File: src/snf_cfg.svh
// Constants of the serial NAND front end: register offsets, field
// positions, reset values and address limits.
// Assumes inclusion by bare name from each design file that needs it.
`ifndef SNF_CFG_SVH
`define SNF_CFG_SVH

// ****************************************
// Register offsets (4-bit address)
// ****************************************
`define SNF_OFS_FEAT 4'h0
`define SNF_OFS_CTRL 4'h1
`define SNF_OFS_TX 4'h2
`define SNF_OFS_RX 4'h3
`define SNF_OFS_STAT 4'h4
`define SNF_OFS_CMD 4'h5
`define SNF_OFS_COL_LO 4'h6
`define SNF_OFS_COL_HI 4'h7
`define SNF_OFS_ROW0 4'h8
`define SNF_OFS_ROW1 4'h9
`define SNF_OFS_ROW2 4'hA
`define SNF_OFS_MAP 4'hB
`define SNF_OFS_PAGE 4'hC
`define SNF_OFS_BLK_LO 4'hD
`define SNF_OFS_BLK_HI 4'hE

// ****************************************
// Feature register fields and reset
// ****************************************
`define SNF_FB_QE 0
`define SNF_FB_LOCKEN 1
`define SNF_FB_ECC 2
`define SNF_FB_PROT_LO 3
`define SNF_FB_PROT_HI 7
`define SNF_FEAT_RST 8'h04

// ****************************************
// Status fields
// ****************************************
`define SNF_SB_SEL 0
`define SNF_SB_PAUSE 1
`define SNF_SB_CMD 2
`define SNF_SB_RXRDY 3
`define SNF_SB_REJ 4
`define SNF_SB_TXLD 5

// ****************************************
// Pins, lanes and address limits
// ****************************************
`define SNF_PIN_RST 6'h3E
`define SNF_COL_LAST_ECC_OFF 12'h87F
`define SNF_COL_LAST_ECC_ON 12'h83F
`define SNF_SPARE_BASE 12'h800
`define SNF_SPARE_PROG_LAST 12'h83F

`endif

File: src/snf_pkg.sv
// Types of the serial NAND front end.
// Assumes nothing beyond a SystemVerilog compiler.
package snf_pkg;

    // Interface state
    typedef enum logic [1:0] {
        SNF_IDLE = 2'b00,
        SNF_CMD = 2'b01,
        SNF_DATA = 2'b10,
        SNF_REJECT = 2'b11
    } snf_state_t;

    // Transfer width after the command byte
    typedef enum logic [1:0] {
        SNF_X1 = 2'b00,
        SNF_X2 = 2'b01,
        SNF_X4 = 2'b10,
        SNF_X4DTR = 2'b11
    } snf_lanes_t;

endpackage

File: src/snf_pin_sync.sv
// Three-stage synchroniser with agreement filter and edge pulses.
// Assumes pins are asynchronous to sys_clk; bit order is the caller's.
`timescale 1ns/1ps
`include "snf_cfg.svh"

module snf_pin_sync (
    input wire logic sys_clk,
    input wire logic srst,
    input wire logic [5:0] pin,
    output logic [5:0] level,
    output logic [5:0] rise,
    output logic [5:0] fall
);

    logic [5:0] s1;
    logic [5:0] s2;
    logic [5:0] s3;
    logic [5:0] next_level;

    // Level follows only when stages two and three agree
    assign next_level = (~(s2 ^ s3) & s2) | ((s2 ^ s3) & level);

    // Synchroniser chain
    always_ff @(posedge sys_clk) begin
        if (srst) begin
            s1 <= `SNF_PIN_RST;
            s2 <= `SNF_PIN_RST;
            s3 <= `SNF_PIN_RST;
        end else begin
            s1 <= pin;
            s2 <= s1;
            s3 <= s2;
        end
    end

    // Filtered level and one-cycle edge pulses
    always_ff @(posedge sys_clk) begin
        if (srst) begin
            level <= `SNF_PIN_RST;
            rise <= 6'h00;
            fall <= 6'h00;
        end else begin
            level <= next_level;
            rise <= next_level & ~level;
            fall <= ~next_level & level;
        end
    end

endmodule

File: src/snf_addr_map.sv
// Column and row address decode onto page, block and spare area.
// Assumes registered inputs; outputs are combinational.
`timescale 1ns/1ps
`include "snf_cfg.svh"

module snf_addr_map (
    input wire logic [11:0] column_offset,
    input wire logic [17:0] row_index,
    input wire logic ecc_on,
    output logic col_in_bounds,
    output logic read_ok,
    output logic prog_ok,
    output logic in_spare,
    output logic [5:0] page,
    output logic [11:0] block
);

    assign page = row_index[5:0];
    assign block = row_index[17:6];

    assign col_in_bounds = ecc_on ? (column_offset <= `SNF_COL_LAST_ECC_ON)
                                  : (column_offset <= `SNF_COL_LAST_ECC_OFF);
    assign in_spare = (column_offset >= `SNF_SPARE_BASE) &&
                      (column_offset <= `SNF_COL_LAST_ECC_OFF);

    assign read_ok = column_offset <= `SNF_COL_LAST_ECC_OFF;

    assign prog_ok = ecc_on ? (column_offset <= `SNF_SPARE_PROG_LAST)
                            : (column_offset <= `SNF_COL_LAST_ECC_OFF);

    // beyond the last byte is refused
    col_bound_a: assert final (column_offset <= `SNF_COL_LAST_ECC_OFF || !col_in_bounds)
        else $error("column beyond last byte marked valid");

endmodule

File: src/snf_front.sv
// Serial interface front end of a NAND flash: command byte capture,
// one/two/four-lane and four-lane double-rate shifting, pause, lock.
// Assumes pins asynchronous to sys_clk and sclk well below sys_clk / 6.
//
// The address-and-strobe port and the address map were left to the implementer.
`timescale 1ns/1ps
`include "snf_cfg.svh"

// Behaviour
// - Only modes 0 and 3 supported
// - Sample on rise, drive on fall
// - Two-lane commands use lanes zero, one
// - Four-lane commands use all four lanes
// - Double-rate read moves data both edges
// - Four-lane commands need four_lane_enable set
// - Pause only when four_lane_enable clear
// - Pause stops serial traffic only
// - Pause enters and leaves with clock low
// - Paused: outputs released, inputs ignored
// - Deselect during pause resets interface
// - Lock blocks protect bit changes
// - Lock pin works only lanes mode off
// - Column offset bounded by ECC setting
// - Row splits into page and block
// - ECC on: first 64 spare programmable
// - ECC off: whole spare programmable
module snf_front (
    input wire logic sys_clk,
    input wire logic srst,
    input wire logic [3:0] reg_addr,
    input wire logic [7:0] reg_wdata,
    input wire logic reg_we,
    input wire logic reg_re,
    output logic [7:0] reg_rdata,
    input wire logic sclk,
    input wire logic chip_select_n,
    input wire logic serial_input_lane_zero_i,
    output logic serial_input_lane_zero_o,
    output logic serial_input_lane_zero_oe,
    input wire logic serial_out_lane_one_i,
    output logic serial_out_lane_one_o,
    output logic serial_out_lane_one_oe,
    input wire logic lock_pin_n_i,
    output logic lock_pin_n_o,
    output logic lock_pin_n_oe,
    input wire logic pause_n_i,
    output logic pause_n_o,
    output logic pause_n_oe
);

    // ****************************************
    // Functions
    // ****************************************

    // Bits moved per active edge
    function automatic logic [2:0] lane_bits(input snf_pkg::snf_lanes_t m);
        unique case (m)
            snf_pkg::SNF_X1: lane_bits = 3'h1;
            snf_pkg::SNF_X2: lane_bits = 3'h2;
            snf_pkg::SNF_X4: lane_bits = 3'h4;
            snf_pkg::SNF_X4DTR: lane_bits = 3'h4;
        endcase
    endfunction

    // Shift the sampled lanes into a byte
    function automatic logic [7:0] shift_in(input logic [7:0] sh, input logic [3:0] ln,
                                            input snf_pkg::snf_lanes_t m);
        unique case (m)
            snf_pkg::SNF_X1: shift_in = {sh[6:0], ln[0]};
            snf_pkg::SNF_X2: shift_in = {sh[5:0], ln[1], ln[0]};
            snf_pkg::SNF_X4: shift_in = {sh[3:0], ln};
            snf_pkg::SNF_X4DTR: shift_in = {sh[3:0], ln};
        endcase
    endfunction

    // Opcode to transfer width
    function automatic snf_pkg::snf_lanes_t decode(input logic [7:0] op);
        unique case (op)
            8'h3B, 8'hBB: decode = snf_pkg::SNF_X2;
            8'h6B, 8'hEB, 8'h32, 8'h34, 8'hC4: decode = snf_pkg::SNF_X4;
            8'hEE: decode = snf_pkg::SNF_X4DTR;
            default: decode = snf_pkg::SNF_X1;
        endcase
    endfunction

    // ****************************************
    // Pin synchronisation
    // ****************************************

    logic [5:0] lvl;
    logic [5:0] rise;
    logic [5:0] fall;

    snf_pin_sync u_sync (
        .sys_clk(sys_clk),
        .srst(srst),
        .pin({pause_n_i, lock_pin_n_i, serial_out_lane_one_i,
              serial_input_lane_zero_i, chip_select_n, sclk}),
        .level(lvl),
        .rise(rise),
        .fall(fall)
    );

    logic sclk_lvl;
    logic sclk_rise;
    logic sclk_fall;
    logic cs_lvl;
    logic cs_rise;
    logic cs_fall;
    logic [3:0] lanes;
    logic lock_lvl;
    logic pause_lvl;

    assign sclk_lvl = lvl[0];
    assign sclk_rise = rise[0];
    assign sclk_fall = fall[0];
    assign cs_lvl = lvl[1];
    assign cs_rise = rise[1];
    assign cs_fall = fall[1];
    assign lanes = lvl[5:2];
    assign lock_lvl = lvl[4];
    assign pause_lvl = lvl[5];

    // ****************************************
    // Registers
    // ****************************************

    logic [7:0] feat;
    logic drive_out;
    logic [7:0] tx_data;
    logic [7:0] rx_data;
    logic [7:0] cmd;
    logic [11:0] column_offset;
    logic [17:0] row_index;
    logic st_cmd;
    logic st_rxrdy;
    logic st_rej;
    logic st_txld;
    logic four_lane_enable;
    logic protect_bits_lock_enable;
    logic lock_act;
    logic wr_feat;
    logic clr_stat;

    assign four_lane_enable = feat[`SNF_FB_QE];
    assign protect_bits_lock_enable = feat[`SNF_FB_LOCKEN];
    assign wr_feat = reg_we && reg_addr == `SNF_OFS_FEAT;
    assign clr_stat = reg_we && reg_addr == `SNF_OFS_STAT;

    // lock pin only without four lanes
    assign lock_act = protect_bits_lock_enable && !lock_lvl && !four_lane_enable;

    // Feature register
    always_ff @(posedge sys_clk) begin
        if (srst) begin
            feat <= `SNF_FEAT_RST;
        end else if (wr_feat) begin
            feat[`SNF_FB_ECC:`SNF_FB_QE] <= reg_wdata[`SNF_FB_ECC:`SNF_FB_QE];
            if (!lock_act) begin
                feat[`SNF_FB_PROT_HI:`SNF_FB_PROT_LO] <=
                    reg_wdata[`SNF_FB_PROT_HI:`SNF_FB_PROT_LO];
            end
        end
    end

    // Control, transmit byte and address registers
    always_ff @(posedge sys_clk) begin
        if (srst) begin
            drive_out <= 1'b0;
            tx_data <= 8'h00;
            column_offset <= 12'h000;
            row_index <= 18'h00000;
        end else if (reg_we) begin
            unique case (reg_addr)
                `SNF_OFS_CTRL: drive_out <= reg_wdata[0];
                `SNF_OFS_TX: tx_data <= reg_wdata;
                `SNF_OFS_COL_LO: column_offset[7:0] <= reg_wdata;
                `SNF_OFS_COL_HI: column_offset[11:8] <= reg_wdata[3:0];
                `SNF_OFS_ROW0: row_index[7:0] <= reg_wdata;
                `SNF_OFS_ROW1: row_index[15:8] <= reg_wdata;
                `SNF_OFS_ROW2: row_index[17:16] <= reg_wdata[1:0];
                default: ;
            endcase
        end
    end

    // ****************************************
    // Address map
    // ****************************************

    logic col_in_bounds;
    logic read_ok;
    logic prog_ok;
    logic in_spare;
    logic [5:0] page;
    logic [11:0] block;

    snf_addr_map u_map (
        .column_offset(column_offset),
        .row_index(row_index),
        .ecc_on(feat[`SNF_FB_ECC]),
        .col_in_bounds(col_in_bounds),
        .read_ok(read_ok),
        .prog_ok(prog_ok),
        .in_spare(in_spare),
        .page(page),
        .block(block)
    );

    // ****************************************
    // Pause
    // ****************************************

    logic paused;
    logic selected;
    logic act;

    assign selected = !cs_lvl;

    // enter and leave with clock low
    always_ff @(posedge sys_clk) begin
        if (srst || cs_rise || four_lane_enable) begin
            paused <= 1'b0;
        end else if (selected && !sclk_lvl) begin
            if (!paused && !pause_lvl) begin
                paused <= 1'b1;
            end else if (paused && pause_lvl) begin
                paused <= 1'b0;
            end
        end
    end

    // pause gates only the serial edges and the pin drivers
    assign act = selected && !paused;

    // ****************************************
    // Shifter
    // ****************************************

    snf_pkg::snf_state_t state;
    snf_pkg::snf_lanes_t mode;
    logic [7:0] rx_sh;
    logic [7:0] tx_sh;
    logic [2:0] bit_cnt;
    logic [3:0] out_q;
    logic dtr;
    logic rx_edge;
    logic tx_edge;
    logic cmd_done;
    logic [7:0] cmd_next;
    logic [2:0] nb;

    assign dtr = mode == snf_pkg::SNF_X4DTR;
    assign nb = lane_bits(mode);
    assign cmd_next = shift_in(rx_sh, lanes, snf_pkg::SNF_X1);
    assign cmd_done = state == snf_pkg::SNF_CMD && act && sclk_rise && bit_cnt == 3'h7;
    assign rx_edge = act && !drive_out && (sclk_rise || (dtr && sclk_fall));
    assign tx_edge = act && drive_out && (sclk_fall || (dtr && sclk_rise));

    // Interface state and command capture
    always_ff @(posedge sys_clk) begin
        if (srst || cs_rise) begin
            state <= snf_pkg::SNF_IDLE;
            mode <= snf_pkg::SNF_X1;
            bit_cnt <= 3'h0;
            rx_sh <= 8'h00;
        end else if (cs_fall) begin
            state <= snf_pkg::SNF_CMD;
            mode <= snf_pkg::SNF_X1;
            bit_cnt <= 3'h0;
        end else if (state == snf_pkg::SNF_CMD && act && sclk_rise) begin
            rx_sh <= cmd_next;
            bit_cnt <= bit_cnt + 3'h1;
            if (cmd_done) begin
                mode <= decode(cmd_next);
                if (decode(cmd_next) != snf_pkg::SNF_X1 &&
                    decode(cmd_next) != snf_pkg::SNF_X2 && !four_lane_enable) begin
                    state <= snf_pkg::SNF_REJECT;
                end else begin
                    state <= snf_pkg::SNF_DATA;
                end
            end
        end else if (state == snf_pkg::SNF_DATA && (rx_edge || tx_edge)) begin
            bit_cnt <= bit_cnt + nb;
            if (rx_edge) begin
                rx_sh <= shift_in(rx_sh, lanes, mode);
            end
        end
    end

    // Command and received byte
    always_ff @(posedge sys_clk) begin
        if (srst) begin
            cmd <= 8'h00;
            rx_data <= 8'h00;
        end else if (cmd_done) begin
            cmd <= cmd_next;
        end else if (state == snf_pkg::SNF_DATA && rx_edge && bit_cnt + nb == 4'h8) begin
            rx_data <= shift_in(rx_sh, lanes, mode);
        end
    end

    always_ff @(posedge sys_clk) begin
        if (srst || cs_fall) begin
            tx_sh <= 8'h00;
            out_q <= 4'h0;
        end else if (state == snf_pkg::SNF_DATA && tx_edge) begin
            if (bit_cnt == 3'h0) begin
                tx_sh <= tx_data << nb;
                out_q <= mode == snf_pkg::SNF_X1 ? {2'b00, tx_data[7], 1'b0}
                       : mode == snf_pkg::SNF_X2 ? {2'b00, tx_data[7:6]}
                       : tx_data[7:4];
            end else begin
                tx_sh <= tx_sh << nb;
                out_q <= mode == snf_pkg::SNF_X1 ? {2'b00, tx_sh[7], 1'b0}
                       : mode == snf_pkg::SNF_X2 ? {2'b00, tx_sh[7:6]}
                       : tx_sh[7:4];
            end
        end
    end

    // Sticky status, set wins over clear
    always_ff @(posedge sys_clk) begin
        if (srst) begin
            st_cmd <= 1'b0;
            st_rxrdy <= 1'b0;
            st_rej <= 1'b0;
            st_txld <= 1'b0;
        end else begin
            st_cmd <= cmd_done || (st_cmd && !(clr_stat && reg_wdata[`SNF_SB_CMD]));
            st_rxrdy <= (state == snf_pkg::SNF_DATA && rx_edge && bit_cnt + nb == 4'h8) ||
                        (st_rxrdy && !(clr_stat && reg_wdata[`SNF_SB_RXRDY]));
            st_rej <= (cmd_done && state != snf_pkg::SNF_IDLE &&
                       decode(cmd_next) >= snf_pkg::SNF_X4 && !four_lane_enable) ||
                      (st_rej && !(clr_stat && reg_wdata[`SNF_SB_REJ]));
            st_txld <= (state == snf_pkg::SNF_DATA && tx_edge && bit_cnt == 3'h0) ||
                       (st_txld && !(clr_stat && reg_wdata[`SNF_SB_TXLD]));
        end
    end

    // ****************************************
    // Pin drivers
    // ****************************************

    logic drive;

    assign drive = act && drive_out && state == snf_pkg::SNF_DATA;
    assign serial_out_lane_one_oe = drive;
    assign serial_input_lane_zero_oe = drive && mode != snf_pkg::SNF_X1;
    assign lock_pin_n_oe = drive && mode >= snf_pkg::SNF_X4;
    assign pause_n_oe = drive && mode >= snf_pkg::SNF_X4;
    assign serial_input_lane_zero_o = out_q[0];
    assign serial_out_lane_one_o = out_q[1];
    assign lock_pin_n_o = out_q[2];
    assign pause_n_o = out_q[3];

    // ****************************************
    // Register read
    // ****************************************

    // Read data one cycle after the strobe
    always_ff @(posedge sys_clk) begin
        if (srst || !reg_re) begin
            reg_rdata <= 8'h00;
        end else begin
            unique case (reg_addr)
                `SNF_OFS_FEAT: reg_rdata <= feat;
                `SNF_OFS_CTRL: reg_rdata <= {7'h00, drive_out};
                `SNF_OFS_TX: reg_rdata <= tx_data;
                `SNF_OFS_RX: reg_rdata <= rx_data;
                `SNF_OFS_STAT: reg_rdata <= {mode, st_txld, st_rej, st_rxrdy, st_cmd,
                                             paused, selected};
                `SNF_OFS_CMD: reg_rdata <= cmd;
                `SNF_OFS_COL_LO: reg_rdata <= column_offset[7:0];
                `SNF_OFS_COL_HI: reg_rdata <= {4'h0, column_offset[11:8]};
                `SNF_OFS_ROW0: reg_rdata <= row_index[7:0];
                `SNF_OFS_ROW1: reg_rdata <= row_index[15:8];
                `SNF_OFS_ROW2: reg_rdata <= {6'h00, row_index[17:16]};
                `SNF_OFS_MAP: reg_rdata <= {4'h0, in_spare, prog_ok, read_ok, col_in_bounds};
                `SNF_OFS_PAGE: reg_rdata <= {2'b00, page};
                `SNF_OFS_BLK_LO: reg_rdata <= block[7:0];
                `SNF_OFS_BLK_HI: reg_rdata <= {4'h0, block[11:8]};
                default: reg_rdata <= 8'h00;
            endcase
        end
    end
endmodule

File: config.mk
export PLATFORM = sky130hd
export DESIGN_NAME = snf_front
export DESIGN_NICKNAME = d
export VERILOG_FILES = /design/src/snf_pkg.sv /design/src/snf_pin_sync.sv /design/src/snf_addr_map.sv /design/src/snf_front.sv
export VERILOG_INCLUDE_DIRS = /design/src /design/src/src
export SDC_FILE = /design/constraint.sdc
export NUM_CORES = 1
export LEC_CHECK = 0
export ABC_CLOCK_PERIOD_IN_PS = 4600
export BUFFER_PORTS_ARGS = -buffer_cell sky130_fd_sc_hd__buf_2
export CELL_PAD_IN_SITES_DETAIL_PLACEMENT = 1
export CELL_PAD_IN_SITES_GLOBAL_PLACEMENT = 1
export CORE_ASPECT_RATIO = 2
export CORE_MARGIN = 3
export CORE_UTILIZATION = 50
export DETAILED_ROUTE_END_ITERATION = 8
export PLACE_DENSITY = 0.84
export SYNTH_ARGS = -nofsm -noshare
export SYNTH_HDL_FRONTEND = slang
export SYNTH_SLANG_ARGS = --single-unit
File: constraint.sdc
create_clock -name sys_clk -period 4.6 [get_ports sys_clk]
set_input_delay 0.92 -clock sys_clk [delete_from_list [all_inputs] [get_ports sys_clk]]
set_output_delay 0.92 -clock sys_clk [all_outputs]
set_load 0.005 [all_outputs]
# [Word level (Yosys, flattened, before mapping)]
# Cells that the tools add are included.
[totals] out_inout_bits=16 wordCells=199 input_bits=22 reg_bits=130
[op_classes] add_sub_neg=3 mux=27 n_reduce_logical=90 n_shift=2 n_lt_le_gt_ge=5 bitwise_logic=12 n_eq_ne=30
[op_table] op="one-hot mux 8 bit (15 select lines)" n=1
[op_table] op="logical AND 1 bit" n=39
[op_table] op="== test 4 bit, second input constant" n=8
[op_table] op="== test 8 bit, second input constant" n=4
[op_table] op="== test 8 x 6 -> 1 bit, second input constant" n=3
[op_table] op="<= comparator 12 bit, second input constant" n=2
[op_table] op="one-hot mux 8 bit (3 select lines)" n=1
[op_table] op="AND reduction 2 bit" n=12
[op_table] op="2-to-1 mux 7 bit" n=3
[op_table] op="2-to-1 mux 4 bit" n=5
[op_table] op="== test 4 x 3 -> 1 bit, second input constant" n=4
[op_table] op="nonzero test 2 bit" n=8
[op_table] op="<< shifter 8 x 3 -> 8 bit" n=2
[op_table] op="bitwise AND 6 bit" n=2
[op_table] op=">= comparator 12 bit, second input constant" n=1
[op_table] op="zero test 1 bit" n=12
[op_table] op="logical OR 1 bit" n=11
[op_table] op="2-to-1 mux 2 bit" n=5
[op_table] op="one-hot mux 3 bit (3 select lines)" n=1
[op_table] op="== test 4 x 2 -> 1 bit, second input constant" n=2
[op_table] op="== test 8 x 7 -> 1 bit, second input constant" n=1
[op_table] op="2-to-1 mux 8 bit" n=1
[op_table] op="2-to-1 mux 1 bit" n=7
[op_table] op="== test 2 bit, second input constant" n=3
[op_table] op="other kinds (22)" n=31

# [Longest topological paths before layout]
# Gate-level depths: netlist of the first run.
[depth] depth_word=16 mapped_depth=11 ltp_nobuf=9

# [By module]
# A second synthesis of the first run with hierarchy kept.
[unflattened] cells_unflattened=758 area_unflattened_um2=6620.1
[by_module_without_submodules] module="snf_front" n_inst=1 cells_each=641 area_per_inst_um2=5353.9 seq_area_each_um2=2042.0
[by_module_without_submodules] module="snf_pin_sync" n_inst=1 cells_each=92 area_per_inst_um2=1086.0 seq_area_each_um2=720.7
[by_module_without_submodules] module="snf_addr_map" n_inst=1 cells_each=25 area_per_inst_um2=180.2 seq_area_each_um2=0.0

# [Worst setup path before layout of the first run]
# OpenSTA, ideal clock, no wires.
[synth_path] path_kind="register -> register" start="register mode[0]" end="register rx_data[7]" path_slack_ns=2.154 synth_period_minus_slack_ns=2.446 t_arrival_ns=2.319 setup_time_ns=0.128 path_stages_with_launch=12 n_path_buf=2 required_time_ns=4.472 cell_sequence="dfxtp_1 > clkbuf_1 > nor2_1 > ha_1 > inv_1 > fa_1 > nand2b_1 > nor4_1 > nand3_1 > buf_2 > mux2i_1 > nor2_1"
[synth_via] elab_chain_len=7 word_cells_on_any_way=15 classes_between="1 x add/sub; 4 x eq/ne; 2 x mux; 8 x reduce/logical"
[synth_rtl] element="start: declaration" line="snf_front.sv:241" text="snf_pkg::snf_lanes_t mode;"
[synth_rtl] element="start signal: assignment" line="snf_front.sv:264" text="mode <= snf_pkg::SNF_X1;"
[synth_rtl] element="start signal: assignment" line="snf_front.sv:269" text="mode <= snf_pkg::SNF_X1;"
[synth_rtl] element="start signal: assignment" line="snf_front.sv:275" text="mode <= decode(cmd_next);"
[synth_rtl] element="== test 2 bit (on tied branches)" line="snf_front.sv:57, snf_front.sv:68, snf_front.sv:253"
[synth_rtl] element="OR reduction 2 bit (no line) or logical AND 1 bit (tied branches)"
[synth_rtl] element="one-hot mux 3 bit (3 select lines) or logical OR 1 bit (tied branches)" line="snf_front.sv:57, snf_front.sv:257"
[synth_rtl] element="adder 3 x 3 -> 4 bit or logical AND 1 bit (tied branches)" line="snf_front.sv:298, snf_front.sv:257"
[synth_rtl] element="== test 4 bit or logical AND 1 bit (tied branches)" line="snf_front.sv:298" text="end else if (state == snf_pkg::SNF_DATA && rx_edge && bit_cnt + nb == 4'h8) begin"
[synth_rtl] element="logical AND 1 bit" line="snf_front.sv:298"
[synth_rtl] element="AND reduction 2 bit (no line)"
[synth_rtl] element="end signal: assignment" line="snf_front.sv:299" text="rx_data <= shift_in(rx_sh, lanes, mode);"
[synth_rtl] element="end: declaration" line="snf_front.sv:131" text="logic [7:0] rx_data;"
# Parallel ways exist; a longest one is shown, timed or not. The select of a mux whose other input is x is not followed.
# A chain may end at the register's enable or synchronous reset.

# [Final worst setup path of the first run]
[layout_path] start="register mode[1]" end="register rx_data[3]"
# The elaborated chain is that of the path after synthesis.

==> results.py, run 1 <==
metrics = {
    "critical_path": {
        "worstReg2RegStart": "mode[1]",
        "crit_top_cell": "sky130_fd_sc_hd__nor2_1",
        "crit_path_max_incr_delay_ns": 0.63,
        "timing.critical_path.arrival_ns": 3.64,
        "critical_path.top_delay_family": "simple AND/OR/NAND/NOR gates",
        "cp_num_buf_inv": 1,
        "crit_required_ns": 4.86,
        "crit_path_cell_trace": "nor2_1, ha_1, inv_1, fa_1, nand2b_1, nor4_1, nand3_1, mux2i_1, nor2_1",
        "criticalPathCategory": "reg -> reg",
        "slowest_stage": "sky130_fd_sc_hd__dfxtp_1",
        "worst_setup_path_start_kind": "flip-flop",
        "critical_path_peak_fanout": 30,
        "cp-end-kind": "flip-flop",
        "critical_path_start": "mode[1]",
    },
    "routing": {
        "detailedRoute.firstPassIterationCount": 5,
        "avgRoutedWirePerCell_um": 23.8,
        "postRouteWirelength_um": 20600,
        "route.detailed.vias_per_inst": 6.35,
        "drc": 0,
        "drtAntennaViolNets": 0,
        "initialDrtViolationCount": 334,
        "num_vias": 5511,
    },
    "yosys": {
        "synth.lib_cells_used.distinct": 62,
        "syn-mean-instance-area_um2": 8.72,
        "yosys_most_used_dff": "sky130_fd_sc_hd__dfxtp_1",
        "synth-warning-count": 0,
        "synth_sequential_area_ratio": 0.425,
        "synthesis.instances": 702,
        "synth_enable_flop_cells": 0,
        "synthesis.area_mm2": 0.00612,
        "synth.ff_latch_count": 130,
        "post_syn_nets": 731,
        "synth-async-reset-ratio": 0,
    },
    "timing": {
        "rsz_0062_raised_after_global_routing": "false",
        "layout_min_cycle_time_ns": 3.38,
        "clock_skew_ns": 0.00609,
        "setup_viol": 0,
        "min_period_over_period": 0.734,
        "worst_slew_pin_slew_ns": 1.10,
        "slew-limit-headroom": 0.262,
        "hold_ws_ns": 0.413,
        "timing_max_transition_violations_final": 0,
        "final_hold_viol_count": 0,
        "fmaxAchievable_mhz": 296,
        "setup_tns_ns": 0,
    },
    "power": {
        "p_leak_uw": 0.00277,
        "powerDensity_mw_per_mm2": 398,
        "max-vdd-ir-drop_mv": 0.281,
    },
    "clocking": {
        "cts-buffers-inserted": 17,
        "hold_fix_buffers_at_cts": 0,
        "cts_max_path_buffers": 2,
        "cts_tree": "done",
        "tritoncts_num_sinks": 130,
        "cts-htree-levels": 4,
        "clock_latency_ns": 0.42,
        "ctsResizeCount": 0,
        "clock_tree.root_cell": "sky130_fd_sc_hd__clkbuf_16",
        "clock_pin_slew_on_the_worst_setup_and_hold_paths_ns": 0.06,
        "cts_post_setup_buffers_inserted": 0,
    },
    "worst_hold_path": {
        "hold_path.class": "reg -> reg",
        "min_from": "u_sync.s1[3]",
    },
    "global_routing": {
        "grt_pass1_vias": 5892,
        "grt_start_max_net_pins": 53,
        "gr-total-overflow": 0,
        "antenna_found_initial": 0,
        "grt_first_pass_wirelength_um": 31900,
        "track_usage": 0.305,
    },
    "floorplanning": {
        "placement_rows": 56,
        "chipWidth_um": 84.2,
        "design.portCount": 38,
        "floorplan.die.height_um": 162,
        "design.core.area_mm2": 0.0118,
        "initial_core_util": 0.517,
        "die_area_mm2": 0.0137,
    },
    "flow_run": {
        "drv.max_cap_violation_count": 0,
    },
    "layout": {
        "post-route-cell-area_mm2": 0.00696,
        "multi_input_gate_area_mm2": 0.00323,
        "synthToLayoutAreaGrowth_pct": 13.7,
        "filler_cell_count": 1394,
        "stdcell_count": 868,
        "nNetsFinal": 740,
        "sequential_cell_area_mm2": 0.00260,
        "post_route_cells_drive_above_1_share": 0.149,
        "n_antenna_cell": 0,
    },
    "status": {
        "status": "complete, no violations",
    },
    "place": {
        "gp_congestion": 0.887,
        "dp.final_hpwl_um": 14700,
        "placement.cell_area_mm2": 0.00630,
        "port_buffers": 37,
        "placed_cells": 837,
    },
}
power breakdown:
part	switching [uW]	internal, uW
Clock	534	969
Combinational	83.7	35.2
Sequential	10.5	1140
Total	629	2140
Yosys cell counts, types with 4 or more instances:
cell,instances,share of area
sky130_fd_sc_hd__a211oi_1,4,0.0049
sky130_fd_sc_hd__a21oi_1,57,0.047
sky130_fd_sc_hd__a221oi_1,5,0.0072
sky130_fd_sc_hd__a22oi_1,12,0.015
sky130_fd_sc_hd__a31oi_1,7,0.0072
sky130_fd_sc_hd__a32oi_1,4,0.0057
sky130_fd_sc_hd__and3_1,4,0.0041
sky130_fd_sc_hd__buf_1,7,0.0043
sky130_fd_sc_hd__buf_2,7,0.0057
sky130_fd_sc_hd__clkbuf_1,35,0.021
sky130_fd_sc_hd__dfxtp_1,130,0.43
sky130_fd_sc_hd__ha_1,5,0.010
sky130_fd_sc_hd__inv_1,17,0.010
sky130_fd_sc_hd__mux2_2,6,0.011
sky130_fd_sc_hd__mux2i_1,82,0.13
sky130_fd_sc_hd__nand2_1,48,0.029
sky130_fd_sc_hd__nand2b_1,4,0.0041
sky130_fd_sc_hd__nand3_1,27,0.022
sky130_fd_sc_hd__nor2_1,94,0.058
sky130_fd_sc_hd__nor2b_1,12,0.012
sky130_fd_sc_hd__nor3_1,11,0.0090
sky130_fd_sc_hd__nor3b_1,6,0.0074
sky130_fd_sc_hd__nor4_1,4,0.0041
sky130_fd_sc_hd__o21ai_0,38,0.031
sky130_fd_sc_hd__o21bai_1,7,0.0086
sky130_fd_sc_hd__or2_2,16,0.016
per-stage QoR:
step	setup slack [ns]	util	total power [uW]
6_report	1.22	0.588	2770
4_1_cts	1.27	0.588	2780
3_3_place_gp	1.46	0.532	1290
5_1_grt	1.05	0.588	2850
2_1_floorplan	2.15	-	1240
3_5_place_dp	1.33	0.532	1290
worst reg2reg max path, delay by kind of cell (launching register included):
kind	cells	cell delay (ns)
flip-flops	1	0.63
buffers and inverters	1	0.06
multiplexers	1	0.36
adder cells (fa/ha/maj)	2	0.75
AND/OR/NAND/NOR	5	1.42
layout make-up:
class | count | area share
clock buffers | 17 | 0.0611
flip-flops and latches | 130 | 0.374
repair buffers | 43 | 0.0331
multi-input cells | 502 | 0.464
inverters | 17 | 0.00917
well taps | 145 | 0.0261
clock inverters | 14 | 0.0327
cell families (layout without fill, tap and decap cells):
| logic type | Yosys count | count (layout) | synth area share |
|---|---|---|---|
| buffers and inverters | 70 | 91 | 0.0474 |
| AO/OA/AOI/OAI | 155 | 155 | 0.160 |
| multiplexers | 89 | 89 | 0.149 |
| adder cells (fa/ha/maj) | 7 | 7 | 0.0168 |
| AND/OR/NAND/NOR | 249 | 249 | 0.199 |
| flip-flops | 130 | 130 | 0.425 |
| XOR/XNOR | 2 | 2 | 0.00286 |
routing by layer:
| metal | GRT usage | wire (um) | vias to the layer above | share of wire |
|---|---|---|---|---|
| met5 | 0 | 0 | - | 0 |
| met3 | 0.0623 | 814 | 91 | 0.039 |
| met1 | 0.292 | 7050 | 2716 | 0.34 |
| li1 | - | - | 2506 | - |
| met2 | 0.565 | 11100 | 198 | 0.54 |
| met4 | 0.216 | 1630 | 0 | 0.079 |
cells in the final DEF, fill, tap and decap left out, drive strengths merged, types with 6 or more instances in the layout:
cell,n
dfxtp,130
a21oi,58
a22oi,12
o21ai,38
nor3b,6
inv,21
mux2i,82
or2,16
mux2,6
nand2,48
nor2b,12
nor2,95
clkbuf,17
buf,43
nand3,27
nor3,12
a31oi,7
o21bai,7
worst paths after layout:
kind                  endpoint  slack (ns)  cells after the start
hold / removal    u_sync.s2[3]        0.41                      1
setup / recovery    rx_data[3]        1.22                      9
setup reg to reg    rx_data[3]        1.22                      9
hold reg to reg   u_sync.s2[3]        0.41                      1
sequential cells by signal (all words and copies together), names as in the netlist, 2 cells and up, named ones only:
signal / cells
u_sync.level: 2
u_sync.s2: 6
bit_cnt: 3
u_sync.fall: 2
state: 2
cmd: 8
u_sync.s3: 6
out_q: 4
rx_sh: 7
rx_data: 8
row_index: 18
u_sync.s1: 6
feat: 8
mode: 2
reg_rdata: 8
column_offset: 12
u_sync.rise: 2
tx_data: 8
tx_sh: 8
(Power assumes the default switching activity.)
==> run 2: changes to the inputs <==
Settings changed: ABC_CLOCK_PERIOD_IN_PS 4600 to 3400, CORE_UTILIZATION 50 to 46, PLACE_DENSITY 0.84 to 0.78.
Clock period 4.6 ns to 3.4 ns, I/O delays scaled along.
==> run 2 against run 1 <==
Power rose by 31%. Routed wire length is 1.7% lower. Highest routed layer unchanged. Critical path type unchanged. Utilization down 5.1 points. Clock power increased by 27%. Global-route usage down 1.9 points.
==> results.py, run 2 (synthesis gave the netlist of run 1 again) <==
metrics = {
    "layout": {
        "synthToLayoutAreaGrowth_pct": 14.0,
        "mostFrequentLayoutCell": "sky130_fd_sc_hd__dfxtp_1",
        "max_ffs_per_register": 18,
        "biggest_register": "row_index",
        "nNetsFinal": 746,
        "reg_top3": "row_index x18, column_offset x12",
        "filler_cell_count": 1542,
        "final_cell_mix": "sky130_fd_sc_hd__dfxtp_1, sky130_fd_sc_hd__nor2_1, sky130_fd_sc_hd__mux2i_1, sky130_fd_sc_hd__a21oi_1, sky130_fd_sc_hd__nand2_1",
        "sequential_cell_area_mm2": 0.00260,
        "post_route_cells_drive_above_1_share": 0.158,
        "multi_input_gate_area_mm2": 0.00323,
        "n_antenna_cell": 0,
        "post-route-cell-area_mm2": 0.00698,
        "final_core_utilization": 0.537,
    },
    "status": {
        "status": "complete, no violations",
    },
    "timing": {
        "worst_slew_pin_slew_ns": 0.844,
        "slew-limit-headroom": 0.432,
        "timing_max_transition_violations_final": 0,
        "fmaxAchievable_mhz": 355,
        "hold_ws_ns": 0.410,
        "min_period_over_period": 0.829,
        "final_hold_viol_count": 0,
        "setup_tns_ns": 0,
        "clock_skew_ns": 0.00833,
        "rsz_0062_raised_after_global_routing": "false",
        "layout_min_cycle_time_ns": 2.82,
        "setup_viol": 0,
    },
    "power": {
        "power_uw": 3630,
        "powerDensity_mw_per_mm2": 520,
        "power.internal_uw": 2770,
        "clock_power_share": 0.527,
        "max-vdd-ir-drop_mv": 0.436,
        "power.share.combinational": 0.044,
        "switching_power_uw": 856,
        "p_leak_uw": 0.00277,
        "seqPwrFrac": 0.428,
        "netSwitchingFraction": 0.236,
    },
    "floorplanning": {
        "floorplan.die.height_um": 169,
        "initial_core_util": 0.471,
        "die_area_mm2": 0.0148,
        "chipWidth_um": 87.6,
        "placement_rows": 59,
        "design.portCount": 38,
        "design.core.area_mm2": 0.0130,
    },
    "worst_hold_path": {
        "hold-path-endpoint": "u_sync.s2[5]",
        "hold_path.class": "reg -> reg",
        "whs_path_depth": 1,
        "min_from": "u_sync.s1[5]",
    },
    "global_routing": {
        "grt_start_max_net_pins": 43,
        "antenna_found_initial": 0,
        "gr-total-overflow": 0,
        "grt_pass1_vias": 5836,
        "track_usage": 0.286,
        "grt_first_pass_wirelength_um": 32400,
    },
    "critical_path": {
        "worstReg2RegStart": "u_sync.level[1]",
        "criticalPathCategory": "reg -> reg",
        "worst_setup_path_start_kind": "flip-flop",
        "crit_path_max_incr_delay_ns": 0.55,
        "cp-end-kind": "flip-flop",
        "ff_to_ff_end": "bit_cnt[2]",
        "crit_path_cell_trace": "nor4b_1, nand2_1, o21ai_0, ha_1, fa_1, xor2_1, a211oi_1, a31o_2",
        "r2r_slack_ns": 0.58,
        "worst-r2r-cell-count": 8,
        "critical_path_start": "u_sync.level[1]",
        "timing.critical_path.arrival_ns": 3.13,
        "slowest_stage": "sky130_fd_sc_hd__nor4b_1",
        "critical_path_peak_fanout": 9,
        "crit_required_ns": 3.71,
    },
    "clocking": {
        "cts-buffers-inserted": 17,
        "clock_pin_slew_on_the_worst_setup_and_hold_paths_ns": 0.06,
        "clock_latency_ns": 0.42,
        "tritoncts_num_sinks": 130,
        "hold_fix_buffers_at_cts": 0,
        "cts_tree": "done",
        "cts_max_path_buffers": 2,
        "clock_tree.root_cell": "sky130_fd_sc_hd__clkbuf_16",
        "cts_post_setup_buffers_inserted": 0,
        "cts-htree-levels": 4,
        "ctsResizeCount": 0,
    },
    "routing": {
        "route.detailed.vias_per_inst": 6.18,
        "initialDrtViolationCount": 283,
        "drc": 0,
        "num_vias": 5450,
        "avgRoutedWirePerCell_um": 23.0,
        "drtAntennaViolNets": 0,
        "detailedRoute.firstPassIterationCount": 5,
        "postRouteWirelength_um": 20300,
    },
    "place": {
        "port_buffers": 37,
        "placement.cell_area_mm2": 0.00636,
        "gp_congestion": 0.922,
        "dp.final_hpwl_um": 14500,
    },
    "flow_run": {
        "drv.max_cap_violation_count": 0,
    },
}
==> run 2: area by class of cell <==
type	instances	area share
multi-input combinational	502	0.463
sequential	130	0.373
clock buffer	18	0.0630
timing repair buffer	49	0.0395
tap	152	0.0273
clock inverter	14	0.0255
inverter	17	0.00915
==> run 2: worst max-delay path by stage <==
stage,end,depth (start not counted),slack [ns]
floorplan,rx_data[7],11,0.95
global placement,bit_cnt[2],8,0.64
detailed placement,bit_cnt[2],8,0.63
CTS,bit_cnt[2],8,0.59
global route,bit_cnt[2],8,0.36
finish,bit_cnt[2],8,0.58
==> run 2: metrics by stage <==
| stage | cells | setup slack, ns |
|---|---|---|
| final | 882 | 0.580 |
| after global routing | 882 | 0.356 |
| after CTS | 882 | 0.587 |
| after detailed placement | 850 | 0.626 |
| after global placement | 850 | 0.644 |
| after floorplan | 702 | 0.954 |
==> run 2: per-layer routing <==
metal | part of all wire | track usage | vias to the layer above | wire length, um
met5 | 0 | 0 | - | 0
met4 | 0.063 | 0.176 | 0 | 1270
met3 | 0.036 | 0.0541 | 72 | 725
met2 | 0.55 | 0.523 | 173 | 11200
met1 | 0.35 | 0.287 | 2691 | 7100
li1 | - | - | 2514 | -
==> run 2: worst max-delay path: cells and delay by family, from the launching register on <==
family	cells	cell delay [ns]
DFF	1	0.42
AOI/OAI and AO/OA	3	0.66
xor gates and xnor gates	1	0.20
adders and majority gates	2	0.44
and+or+nand+nor	2	0.98
==> run 2: power by group through the flow <==
stage / Sequential (uW) / Combinational (uW) / Clock, uW
floorplan: 1580 / 98.8 / 0
global placement: 1590 / 152 / 0
detailed placement: 1590 / 156 / 0
CTS: 1550 / 159 / 1930
global route: 1550 / 174 / 2010
finish: 1550 / 160 / 1910
==> run 3: changes to the inputs <==
Settings changed: ABC_CLOCK_PERIOD_IN_PS 3400 to 2500, CORE_UTILIZATION 46 to 42, PLACE_DENSITY 0.78 to 0.75.
Clock period 3.4 ns to 2.5 ns, I/O delays scaled along.
==> run 3 against run 2 <==
Sequential cell count is the same. Combinational power rose by 41%. Worst setup slack got worse by 0.48 ns. Critical endpoint is now lock_pin_n_oe. Largest cell class unchanged. Routed wire length is 0.84% higher.
==> results.py, run 3 (synthesis gave the netlist of run 1 again) <==
metrics = {
    "clocking": {
        "cts_tree": "done",
        "cts_max_path_buffers": 2,
        "hold_fix_buffers_at_cts": 0,
        "tritoncts_num_sinks": 130,
        "ctsResizeCount": 0,
        "cts-htree-levels": 4,
        "cts_post_setup_buffers_inserted": 0,
        "clock_pin_slew_on_the_worst_setup_and_hold_paths_ns": 0.06,
        "clock_tree.root_cell": "sky130_fd_sc_hd__clkbuf_16",
        "cts-buffers-inserted": 17,
        "clock_latency_ns": 0.42,
    },
    "timing": {
        "setup_tns_ns": 0,
        "final_hold_viol_count": 0,
        "layout_min_cycle_time_ns": 2.40,
        "worst_slew_pin_slew_ns": 0.580,
        "slew-limit-headroom": 0.613,
        "min_period_over_period": 0.958,
        "setup_viol": 0,
        "rsz_0062_raised_after_global_routing": "false",
        "fmaxAchievable_mhz": 417,
        "timing_max_transition_violations_final": 0,
        "clock_skew_ns": 0.0105,
    },
    "layout": {
        "n_antenna_cell": 0,
        "synthToLayoutAreaGrowth_pct": 17.4,
        "nNetsFinal": 763,
        "mostFrequentLayoutCell": "sky130_fd_sc_hd__dfxtp_1",
        "post_route_cells_drive_above_1_share": 0.175,
        "stdcell_count": 936,
        "multi_input_gate_area_mm2": 0.00323,
        "filler_cell_count": 1664,
        "biggest_register": "row_index",
        "final_core_utilization": 0.509,
        "final_cell_mix": "sky130_fd_sc_hd__dfxtp_1, sky130_fd_sc_hd__nor2_1, sky130_fd_sc_hd__mux2i_1, sky130_fd_sc_hd__a21oi_1, sky130_fd_sc_hd__nand2_1",
        "max_ffs_per_register": 18,
        "post-route-cell-area_mm2": 0.00719,
        "sequential_cell_area_mm2": 0.00260,
        "reg_top3": "row_index x18, column_offset x12",
    },
    "global_routing": {
        "gr-total-overflow": 0,
        "track_usage": 0.261,
        "grt_first_pass_wirelength_um": 32600,
        "antenna_found_initial": 0,
        "grt_pass1_vias": 5898,
        "grt_start_max_net_pins": 37,
    },
    "place": {
        "dp.final_hpwl_um": 15000,
        "gp_congestion": 0.947,
        "port_buffers": 37,
        "placed_cells": 904,
        "placement.cell_area_mm2": 0.00653,
    },
    "routing": {
        "num_vias": 5560,
        "drc": 0,
        "initialDrtViolationCount": 267,
        "detailedRoute.firstPassIterationCount": 5,
        "avgRoutedWirePerCell_um": 21.8,
        "route.detailed.vias_per_inst": 5.94,
        "drtAntennaViolNets": 0,
        "postRouteWirelength_um": 20400,
    },
    "critical_path": {
        "critical_path.top_delay_family": "simple AND/OR/NAND/NOR gates",
        "crit_path_cell_trace": "nor4b_2, nand2_1, nor2_1, buf_2",
        "cp_num_buf_inv": 1,
        "r2r_slack_ns": 0.22,
        "worst-r2r-cell-count": 8,
        "ff_to_ff_end": "bit_cnt[2]",
        "criticalPathCategory": "reg -> out",
        "worst_setup_path_start_kind": "flip-flop",
        "cp-end-kind": "output port",
        "slowest_stage": "sky130_fd_sc_hd__nor4b_2",
        "crit_path_max_incr_delay_ns": 0.54,
        "timing.critical_path.arrival_ns": 1.90,
        "worstReg2RegStart": "u_sync.level[1]",
        "crit_required_ns": 2.00,
        "critical_path_peak_fanout": 9,
    },
    "worst_hold_path": {
        "hold_path.class": "in -> reg",
        "hold-path-endpoint": "u_sync.s1[4]",
        "whs_path_depth": 2,
        "min_from": "lock_pin_n_i",
    },
    "power": {
        "max-vdd-ir-drop_mv": 0.502,
        "p_leak_uw": 0.00288,
        "powerDensity_mw_per_mm2": 717,
        "power_uw": 5150,
    },
    "floorplanning": {
        "initial_core_util": 0.433,
        "design.core.area_mm2": 0.0141,
        "design.portCount": 38,
        "die_area_mm2": 0.0161,
        "floorplan.die.height_um": 177,
        "placement_rows": 61,
        "chipWidth_um": 91.4,
    },
    "flow_run": {
        "drv.max_cap_violation_count": 0,
    },
    "status": {
        "status": "complete, no violations",
    },
}
[run 3: stage by stage]
stage          setup WS, ns  hold WS, ns
2_1_floorplan        0.0537        0.389
3_3_place_gp          0.332        0.398
3_5_place_dp          0.266        0.398
4_1_cts               0.100        0.252
5_1_grt            0.000434        0.261
6_report              0.104        0.259
[run 3: final cells by class]
class	count	share of cell area
inverter	17	0.00888
clock inverter	14	0.0313
multi-input combinational	502	0.449
clock buffer	18	0.0597
timing repair buffer	66	0.0561
sequential	130	0.362
tap	189	0.0329
[run 3: worst max path at each step]
stage / startpoint / to / slack, ns / depth (start not counted)
after floorplan: mode[0] / rx_data[7] / 0.05 / 11
after global placement: paused / bit_cnt[2] / 0.33 / 8
after detailed placement: mode[0] / rx_data[7] / 0.27 / 10
after CTS: u_sync.level[1] / lock_pin_n_oe / 0.10 / 4
after global routing: u_sync.level[1] / bit_cnt[2] / 0.0004 / 8
final: u_sync.level[1] / lock_pin_n_oe / 0.10 / 4
[run 3: worst reg2reg max path: cells and delay by family, from the launching register on]
kind / cells / cell delay, ns
xor+xnor: 1 / 0.19
flops: 1 / 0.42
compound gates: 3 / 0.50
fa+ha+maj: 2 / 0.41
simple gates: 2 / 0.65
[run 3: power by group]
| part | switching, uW | internal [uW] |
|---|---|---|
| logic | 153 | 72.3 |
| clock network | 1020 | 1790 |
| registers | 17.7 | 2100 |
| total | 1190 | 3960 |
[run 3: layer usage]
metal	vias up	routed length, um	GRT usage
li1	2541	-	-
met1	2775	7030	0.245
met2	164	11500	0.510
met3	80	557	0.0396
met4	0	1360	0.169
met5	-	0	0
